<file path="config.mk">
export PLATFORM = sky130hd
export DESIGN_NAME = adc_calibration_control
export DESIGN_NICKNAME = d
export VERILOG_FILES = /design/src/rtl/cal_ctrl_pkg.sv /design/src/rtl/cal_sync2.sv /design/src/rtl/adc_calibration_control.sv
export SDC_FILE = /design/constraint.sdc
export NUM_CORES = 1
export LEC_CHECK = 0
export BUFFER_PORTS_ARGS = -buffer_cell sky130_fd_sc_hd__clkbuf_2
export CORE_MARGIN = 4
export CORE_UTILIZATION = 40
export DETAILED_ROUTE_END_ITERATION = 8
export GPL_ROUTABILITY_DRIVEN = 1
export GPL_TIMING_DRIVEN = 0
export PLACE_DENSITY = 0.67
export SLEW_MARGIN = 10
export SYNTH_ARGS = -nofsm -noshare
export SYNTH_HDL_FRONTEND = slang
export SYNTH_SLANG_ARGS = --single-unit
</file>
<file path="constraint.sdc">
create_clock -name clk_sys -period 2.3 [get_ports clk_sys]
set_input_delay 0.46 -clock clk_sys [delete_from_list [all_inputs] [get_ports clk_sys]]
set_output_delay 0.46 -clock clk_sys [all_outputs]
set_load 0.02 [all_outputs]
</file>
<file path="src/rtl/cal_ctrl_pkg.sv">
// constants for the calibration control block
package cal_ctrl_pkg;
  // printed offsets are not all multiples of four: these are indices, byte address = 4 * index
  localparam logic [9:0] IDX_CAL_ENABLE = 10'h061;
  localparam logic [9:0] IDX_MODE_CONFIG = 10'h062;
  localparam logic [9:0] IDX_STATUS = 10'h06a;
  localparam logic [9:0] IDX_PIN_CONFIG = 10'h06b;
  localparam logic [9:0] IDX_SOFT_TRIG = 10'h06c;
  localparam logic [9:0] IDX_IRQ_STATUS = 10'h070;
  localparam logic [9:0] IDX_IRQ_MASK = 10'h071;
  localparam int ADDR_LSB = 2;
  // mode config fields
  localparam int BIT_FG_SELECT = 0;
  localparam int BIT_BG_ENABLE = 1;
  localparam int BIT_FG_OFFSET = 2;
  localparam int BIT_BG_OFFSET = 3;
  localparam int BIT_OFS_FILTER = 4;
  // status fields
  localparam int BIT_FG_COMPLETE = 0;
  localparam int BIT_BG_STOPPED = 1;
  // pin config fields
  localparam int BIT_TRIG_SOURCE = 0;
  localparam int BIT_STAT_SEL_LO = 1;
  localparam logic [1:0] SEL_FG_COMPLETE = 2'h0;
  localparam logic [1:0] SEL_ALARM = 2'h2;
  localparam logic [1:0] SEL_LOW = 2'h3;
  // reset values
  localparam logic [7:0] RST_CAL_ENABLE = 8'h01;
  localparam logic [7:0] RST_MODE_CONFIG = 8'h01;
  localparam logic [7:0] RST_PIN_CONFIG = 8'h00;
  localparam logic [7:0] RST_SOFT_TRIG = 8'h01;
  // irq events: 0 foreground complete, 1 background stopped
  localparam int IRQ_BITS = 2;
  // timing of the modelled calibration steps
  localparam int CLK_NS = 10;
  localparam int CLEAR_NS = 80;
  localparam int FG_CAL_NS = 640;
  localparam int CLEAR_CYC = (CLEAR_NS + CLK_NS - 1) / CLK_NS;
  localparam int FG_CAL_CYC = (FG_CAL_NS + CLK_NS - 1) / CLK_NS;
  localparam int CNT_W = 8;
  typedef enum logic [2:0] {
    ST_IDLE = 3'b000,
    ST_CLEAR = 3'b001,
    ST_FG = 3'b011,
    ST_BG = 3'b010,
    ST_STOPPED = 3'b110
  } cal_state_e;
endpackage

</file>
<file path="src/rtl/cal_sync2.sv">
// two flip-flop synchroniser for a pin input
`timescale 1ns/10ps
module cal_sync2 (
  input wire logic clk_sys,
  input wire logic resetn,
  input wire logic din,
  output logic dout
);
  logic stage1Reg;
  always_ff @(posedge clk_sys or negedge resetn) begin
    if (!resetn) begin
      stage1Reg <= 1'b0;
      dout <= 1'b0;
    end else begin
      stage1Reg <= din;
      dout <= stage1Reg;
    end
  end
endmodule // cal_sync2

</file>
<file path="src/rtl/adc_calibration_control.sv">
// calibration control, status, trigger routing and status pin, APB slave
// Notes on behaviour
// RQ1: offset filter active only when bit 4 set
// RQ2: background offset needs background enable too
// RQ3: foreground offset needs foreground select too
// RQ4: background calibration runs only when bit 1 set
// RQ5: bit 0 high: clear values, then foreground
// RQ6: bit 0 low: clear values, skip foreground
// RQ7: stopped bit high when halted, low on resume
// RQ8: no background: stopped set after foreground done/skipped
// RQ9: foreground complete bit set when foreground finishes
// RQ10: status pin selector: done, alarm, or low
// RQ11: source bit 0: software trigger, pin ignored
// RQ12: source bit 1: trigger pin, software bit ignored
// RQ13: software trigger bit resets high
// RQ14: change mode config only while enable low
// RQ15: enable high runs calibration, low holds reset
// RQ16: reserved status bits read zero
`timescale 1ns/10ps
module adc_calibration_control (
  input wire logic clk_sys,
  input wire logic resetn,
  input wire logic psel,
  input wire logic penable,
  input wire logic pwrite,
  input wire logic [11:0] paddr,
  input wire logic [31:0] pwdata,
  output logic [31:0] prdata,
  output logic pready,
  output logic pslverr,
  input wire logic externalTriggerInput,
  input wire logic alarmFlag,
  output logic statusOutputPin,
  output logic offsetFilterActive,
  output logic foregroundOffsetActive,
  output logic backgroundOffsetActive,
  output logic clearCalValues,
  output logic calTrigger,
  output logic irq
);
  logic [7:0] calEnable_reg;
  logic [7:0] modeConfig_reg;
  logic [7:0] pinConfig_reg;
  logic [7:0] softTrig_reg;
  logic [1:0] irqStatus_reg;
  logic [1:0] irqMask_reg;
  logic fgComplete_reg;
  logic bgStopped_reg;
  logic [7:0] cnt_reg;
  logic statusPin_reg;
  logic trigSync;
  logic alarmSync;
  logic [9:0] index;
  logic wrEn;
  logic [1:0] irqEvent;
  logic calRun;
  cal_ctrl_pkg::cal_state_e state_reg;

  cal_sync2 u_trig_sync (.clk_sys(clk_sys), .resetn(resetn), .din(externalTriggerInput), .dout(trigSync));
  cal_sync2 u_alarm_sync (.clk_sys(clk_sys), .resetn(resetn), .din(alarmFlag), .dout(alarmSync));

  // zero-wait slave: every access completes in its first access cycle
  assign pready = 1'b1;
  assign index = paddr[11:cal_ctrl_pkg::ADDR_LSB];
  assign wrEn = psel && penable && pwrite;
  assign pslverr = psel && penable && !(index == cal_ctrl_pkg::IDX_CAL_ENABLE ||
    index == cal_ctrl_pkg::IDX_MODE_CONFIG || index == cal_ctrl_pkg::IDX_STATUS ||
    index == cal_ctrl_pkg::IDX_PIN_CONFIG || index == cal_ctrl_pkg::IDX_SOFT_TRIG ||
    index == cal_ctrl_pkg::IDX_IRQ_STATUS || index == cal_ctrl_pkg::IDX_IRQ_MASK);

  always_ff @(posedge clk_sys or negedge resetn) begin
    if (!resetn) begin
      calEnable_reg <= cal_ctrl_pkg::RST_CAL_ENABLE;
      modeConfig_reg <= cal_ctrl_pkg::RST_MODE_CONFIG;
      pinConfig_reg <= cal_ctrl_pkg::RST_PIN_CONFIG;
      softTrig_reg <= cal_ctrl_pkg::RST_SOFT_TRIG; // RQ13
      irqMask_reg <= 2'h0;
    end else if (wrEn) begin
      if (index == cal_ctrl_pkg::IDX_CAL_ENABLE) calEnable_reg <= pwdata[7:0];
      // writes while enabled are ignored so a running calibration never sees a change
      if (index == cal_ctrl_pkg::IDX_MODE_CONFIG && !calEnable_reg[0]) modeConfig_reg <= pwdata[7:0]; // RQ14
      if (index == cal_ctrl_pkg::IDX_PIN_CONFIG) pinConfig_reg <= pwdata[7:0];
      if (index == cal_ctrl_pkg::IDX_SOFT_TRIG) softTrig_reg <= pwdata[7:0];
      if (index == cal_ctrl_pkg::IDX_IRQ_MASK) irqMask_reg <= pwdata[1:0];
    end
  end

  always_comb begin
    prdata = 32'h0;
    if (psel && !pwrite) begin
      unique case (index)
        cal_ctrl_pkg::IDX_CAL_ENABLE: prdata = {24'h0, calEnable_reg};
        cal_ctrl_pkg::IDX_MODE_CONFIG: prdata = {24'h0, modeConfig_reg};
        cal_ctrl_pkg::IDX_STATUS: prdata = {30'h0, bgStopped_reg, fgComplete_reg}; // RQ16
        cal_ctrl_pkg::IDX_PIN_CONFIG: prdata = {24'h0, pinConfig_reg};
        cal_ctrl_pkg::IDX_SOFT_TRIG: prdata = {24'h0, softTrig_reg};
        cal_ctrl_pkg::IDX_IRQ_STATUS: prdata = {30'h0, irqStatus_reg};
        cal_ctrl_pkg::IDX_IRQ_MASK: prdata = {30'h0, irqMask_reg};
        default: prdata = 32'h0;
      endcase
    end
  end

  // trigger routing
  assign calTrigger = pinConfig_reg[cal_ctrl_pkg::BIT_TRIG_SOURCE] ? trigSync // RQ12
    : softTrig_reg[0]; // RQ11
  assign calRun = calEnable_reg[0]; // RQ15

  // offset modes gated by their parent modes, offset filter by the enable only
  assign offsetFilterActive = calRun && modeConfig_reg[cal_ctrl_pkg::BIT_OFS_FILTER]; // RQ1
  assign backgroundOffsetActive = (state_reg == cal_ctrl_pkg::ST_BG) &&
    modeConfig_reg[cal_ctrl_pkg::BIT_BG_OFFSET] && modeConfig_reg[cal_ctrl_pkg::BIT_BG_ENABLE]; // RQ2
  assign foregroundOffsetActive = (state_reg == cal_ctrl_pkg::ST_FG) &&
    modeConfig_reg[cal_ctrl_pkg::BIT_FG_OFFSET] && modeConfig_reg[cal_ctrl_pkg::BIT_FG_SELECT]; // RQ3
  assign clearCalValues = (state_reg == cal_ctrl_pkg::ST_CLEAR);

  // calibration sequencer
  always_ff @(posedge clk_sys or negedge resetn) begin
    if (!resetn) begin
      state_reg <= cal_ctrl_pkg::ST_IDLE;
      cnt_reg <= 8'h0;
    end else if (!calRun) begin
      state_reg <= cal_ctrl_pkg::ST_IDLE; // RQ15
      cnt_reg <= 8'h0;
    end else begin
      unique case (state_reg)
        cal_ctrl_pkg::ST_IDLE: begin
          if (calTrigger) begin
            state_reg <= cal_ctrl_pkg::ST_CLEAR;
            cnt_reg <= 8'(cal_ctrl_pkg::CLEAR_CYC - 1);
          end
        end
        cal_ctrl_pkg::ST_CLEAR: begin
          if (cnt_reg != 8'h0) begin
            cnt_reg <= cnt_reg - 8'h1;
          end else if (modeConfig_reg[cal_ctrl_pkg::BIT_FG_SELECT]) begin
            state_reg <= cal_ctrl_pkg::ST_FG; // RQ5
            cnt_reg <= 8'(cal_ctrl_pkg::FG_CAL_CYC - 1);
          end else if (modeConfig_reg[cal_ctrl_pkg::BIT_BG_ENABLE]) begin
            state_reg <= cal_ctrl_pkg::ST_BG; // RQ6
          end else begin
            state_reg <= cal_ctrl_pkg::ST_STOPPED; // RQ6
          end
        end
        cal_ctrl_pkg::ST_FG: begin
          if (cnt_reg != 8'h0) begin
            cnt_reg <= cnt_reg - 8'h1;
          end else if (modeConfig_reg[cal_ctrl_pkg::BIT_BG_ENABLE]) begin
            state_reg <= cal_ctrl_pkg::ST_BG; // RQ4
          end else begin
            state_reg <= cal_ctrl_pkg::ST_STOPPED; // RQ8
          end
        end
        cal_ctrl_pkg::ST_BG: begin
          // trigger low asks background calibration to halt at its phase
          if (!calTrigger) state_reg <= cal_ctrl_pkg::ST_STOPPED;
        end
        cal_ctrl_pkg::ST_STOPPED: begin
          if (calTrigger && modeConfig_reg[cal_ctrl_pkg::BIT_BG_ENABLE]) state_reg <= cal_ctrl_pkg::ST_BG;
        end
        default: state_reg <= cal_ctrl_pkg::ST_IDLE;
      endcase
    end
  end

  // status flags
  always_ff @(posedge clk_sys or negedge resetn) begin
    if (!resetn) begin
      fgComplete_reg <= 1'b0;
      bgStopped_reg <= 1'b0;
    end else if (!calRun) begin
      fgComplete_reg <= 1'b0;
      bgStopped_reg <= 1'b0;
    end else begin
      if (state_reg == cal_ctrl_pkg::ST_FG && cnt_reg == 8'h0) fgComplete_reg <= 1'b1; // RQ9
      if (state_reg == cal_ctrl_pkg::ST_CLEAR) fgComplete_reg <= 1'b0;
      bgStopped_reg <= (state_reg == cal_ctrl_pkg::ST_STOPPED); // RQ7
    end
  end

  // status pin, registered
  always_ff @(posedge clk_sys or negedge resetn) begin
    if (!resetn) begin
      statusPin_reg <= 1'b0;
    end else begin
      unique case (pinConfig_reg[cal_ctrl_pkg::BIT_STAT_SEL_LO +: 2])
        cal_ctrl_pkg::SEL_FG_COMPLETE: statusPin_reg <= fgComplete_reg; // RQ10
        cal_ctrl_pkg::SEL_ALARM: statusPin_reg <= alarmSync; // RQ10
        cal_ctrl_pkg::SEL_LOW: statusPin_reg <= 1'b0; // RQ10
        default: statusPin_reg <= 1'b0;
      endcase
    end
  end
  assign statusOutputPin = statusPin_reg;

  // sticky interrupt status, set wins over write-one-clear
  assign irqEvent = {bgStopped_reg == 1'b0 && state_reg == cal_ctrl_pkg::ST_STOPPED,
    state_reg == cal_ctrl_pkg::ST_FG && cnt_reg == 8'h0 && calRun};
  always_ff @(posedge clk_sys or negedge resetn) begin
    if (!resetn) begin
      irqStatus_reg <= 2'h0;
    end else begin
      irqStatus_reg <= (irqStatus_reg & ~((wrEn && index == cal_ctrl_pkg::IDX_IRQ_STATUS) ? pwdata[1:0] : 2'h0))
        | irqEvent;
    end
  end
  assign irq = |(irqStatus_reg & irqMask_reg);
endmodule // adc_calibration_control

</file>
==> impl_metrics.ini <==
[power]
ir_worst_vdd_v = 0.000291
fin_total_pwr_w = 0.00169
powerDensity_nw_per_um2 = 434
p_leak_nw = 1.85

[layout]
final_cells = 455
layout_commonest_cell = sky130_fd_sc_hd__dfrtp_1
fraction_of_the_core_area_covered_by_cells_at_the_end_of_the_flow_pct = 52.9
layout-area-overhead-vs-synth_pct = 26.6
final_net_count = 407
final_layout_size_suffix_gt1_share_pct = 42.7
antenna_cells = 0
most_frequent_cells_in_the_layout = sky130_fd_sc_hd__dfrtp_1, sky130_fd_sc_hd__mux2_2, sky130_fd_sc_hd__buf_4
multiInputGateArea_um2 = 1700
fillerInstances = 687
area_of_all_placed_cells_without_fillers_um2 = 3890
register_area_um2 = 1360

[grt]
pin_count_of_the_biggest_net_entering_global_routing = 55
grt_pass1_vias = 2355
groute.usage.overall_pct = 16.4
antenna_found_initial = 0
grt_overflow_total = 0
grt_pass1_wl_um = 11800

[synthesis]
ys.warnings.count = 0
synthesis.instances = 283
ys_seq_area_share_pct = 44.0
post_synth.cell_area_avg_um2 = 10.9
post_syn_area_um2 = 3080
synth_async_sr_flop_share_pct = 100
ys_types = 69
synth_enable_flop_cells = 0
yosys_register_bits = 54
postSynth.topFlopCell = sky130_fd_sc_hd__dfrtp_1

[timing]
final_hold_viol_count = 0
finalCriticalPeriod_ns = 2.49
setup_violations = 8
final-max-slew-violation-count = 0
tightest_slew_ns = 0.703
worst_slack_ns = -0.195
fmaxAchievable_mhz = 401
rsz0062_at_grt = true
fin_skew_ns = 0.00452
final_min_period_over_clock_period_pct = 108
timing.max_slew.rel_slack_pct = 52.5

[route]
detail_route.first_pass.iterations = 4
post_drt_via_cell_ratio = 5.41
remaining_drc_errors = 0
total_via_count_in_the_routed_design = 2462
totalWireLength_um = 7180
initialDrtViolationCount = 132
route.detailed.wl_per_inst_um = 15.8
drtAntennaViolNets = 0

[cts]
total_clock_buffers_created_by_cts = 5
clock-root-buffer = sky130_fd_sc_hd__clkbuf_8
cts.clk_slew.worst_paths_ns = 0.09
tritoncts_clock_tree = built
clock_path_buffers = 2
clkSinkCount = 54
postCtsHoldBufs = 0
htree_num_levels = 2
insertion_delay_ns = 0.30

[floorplanning]
chipWidth_um = 95.7
floorplan.core_area_um2 = 7370
dieHeight_um = 95.7
start_util_pct = 41.7
rows = 31
dieArea_um2 = 9160
io_pins = 92

[worst_setup_path]
r2r.worst_path.cells = 7
worstPathArrival_ns = 2.03
crit-reg2reg-launch = cnt_reg[0]$_DFFE_PN0P_
r2r-end = cnt_reg[6]$_DFFE_PN0P_
worst-r2r-setup-slack_ns = 0.23
critical_path_peak_fanout = 6
worst-setup-path-type = in -> out
cp_data_required_time_ns = 1.84
critPathLaunch = paddr[5]
timing.critical_path.from_type = input pin
critPathCaptureType = primary output

[run_status]
outcome = finished with violations
failing_checks = setup timing

[placed_design]
numPortBuffers = 38
place.detailed.hpwl_um = 5170
post_dp_cell_area_um2 = 3540
post-place-cells = 443
gp_routability_congestion = 0.822
dp_worst_setup_slack_ns = -0.481

[flow_run]
drv_cap = 0

[worst_hold_path]
hold_class = in -> async
-- synthesized netlist by cell type, types with 4 or more instances --
master / number / area, um^2
sky130_fd_sc_hd__and3_1: 5 / 31.3
sky130_fd_sc_hd__inv_1: 7 / 26.3
sky130_fd_sc_hd__nor3_1: 9 / 45.0
sky130_fd_sc_hd__a31oi_1: 5 / 31.3
sky130_fd_sc_hd__a222oi_1: 6 / 60.1
sky130_fd_sc_hd__nand2b_1: 6 / 37.5
sky130_fd_sc_hd__o21ai_0: 5 / 25.0
sky130_fd_sc_hd__nand3_1: 8 / 40.0
sky130_fd_sc_hd__nand2_1: 16 / 60.1
sky130_fd_sc_hd__mux2i_1: 4 / 40.0
sky130_fd_sc_hd__a21oi_1: 11 / 55.1
sky130_fd_sc_hd__dfrtp_1: 51 / 1280
sky130_fd_sc_hd__buf_4: 26 / 195
sky130_fd_sc_hd__nor2_1: 10 / 37.5
sky130_fd_sc_hd__mux2_2: 35 / 394
sky130_fd_sc_hd__buf_2: 7 / 35.0
-- through the flow --
step                hold WS (ns)  setup TNS (ns)
floorplan                  0.164          -0.179
global placement           0.332           -2.99
detailed placement         0.343           -3.06
CTS                        0.248           -1.31
global route               0.241           -1.59
finish                     0.219           -1.20
-- worst max-delay path: stages --
cell	delay, ns
sky130_fd_sc_hd__clkbuf_16	0.12
sky130_fd_sc_hd__or4b_4	0.50
sky130_fd_sc_hd__nand4_1	0.11
sky130_fd_sc_hd__or3b_4	0.41
sky130_fd_sc_hd__buf_12	0.16
sky130_fd_sc_hd__a21oi_4	0.14
sky130_fd_sc_hd__buf_8	0.13
-- area by class of cell --
cell class	count	area share (%)
clock inverter	1	0.128
buffer	35	6.94
multi-input combinational	208	43.5
clock buffer	7	2.22
timing repair buffer	44	8.54
sequential	54	34.8
tap	99	3.18
inverter	7	0.675
-- how the worst max path moves through the flow --
stage	to	slack, ns	depth (start not counted)
2_1_floorplan	prdata[2]	-0.04	6
3_3_place_gp	prdata[4]	-0.46	7
3_5_place_dp	prdata[4]	-0.48	7
4_1_cts	prdata[2]	-0.18	7
5_1_grt	prdata[4]	-0.23	7
6_report	prdata[4]	-0.19	7
-- where the power goes --
| group | switching, W | leakage, nW | internal (W) |
|---|---|---|---|
| clock | 0.000297 | 0.0482 | 0.000244 |
| sequential | 0.00000336 | 0.729 | 0.000955 |
| combinational | 0.000115 | 1.07 | 0.0000771 |
-- cell families (layout without fill, tap and decap cells) --
kind of cell             Yosys count  after routing  share of synthesized area (%)
adder cells (fa/ha/maj)            1              1                          0.407
AO/OA/AOI/OAI                     53             53                           12.8
multiplexers                      40             40                           14.5
AND/OR/NAND/NOR                   89             89                           19.2
flip-flops                        54             54                           44.0
other                              2             25                          0.244
buffers and inverters             44             94                           8.82
-- metal layers --
metal	up-vias	track usage [%]	share of wire (%)
met5	-	0	0
met4	0	3.32	0.85
met3	6	2.81	5.9
met2	87	26.5	45
met1	1215	23.3	48
li1	1154	-	-
-- what timing repair did --
item | CTS | global route
setup buffers | 5 | 1
pin swaps | 2 | 10
endpoints found under the setup margin | 9 | 9
resized for setup | 33 | 29
Power figures use the tool's default switching activity.
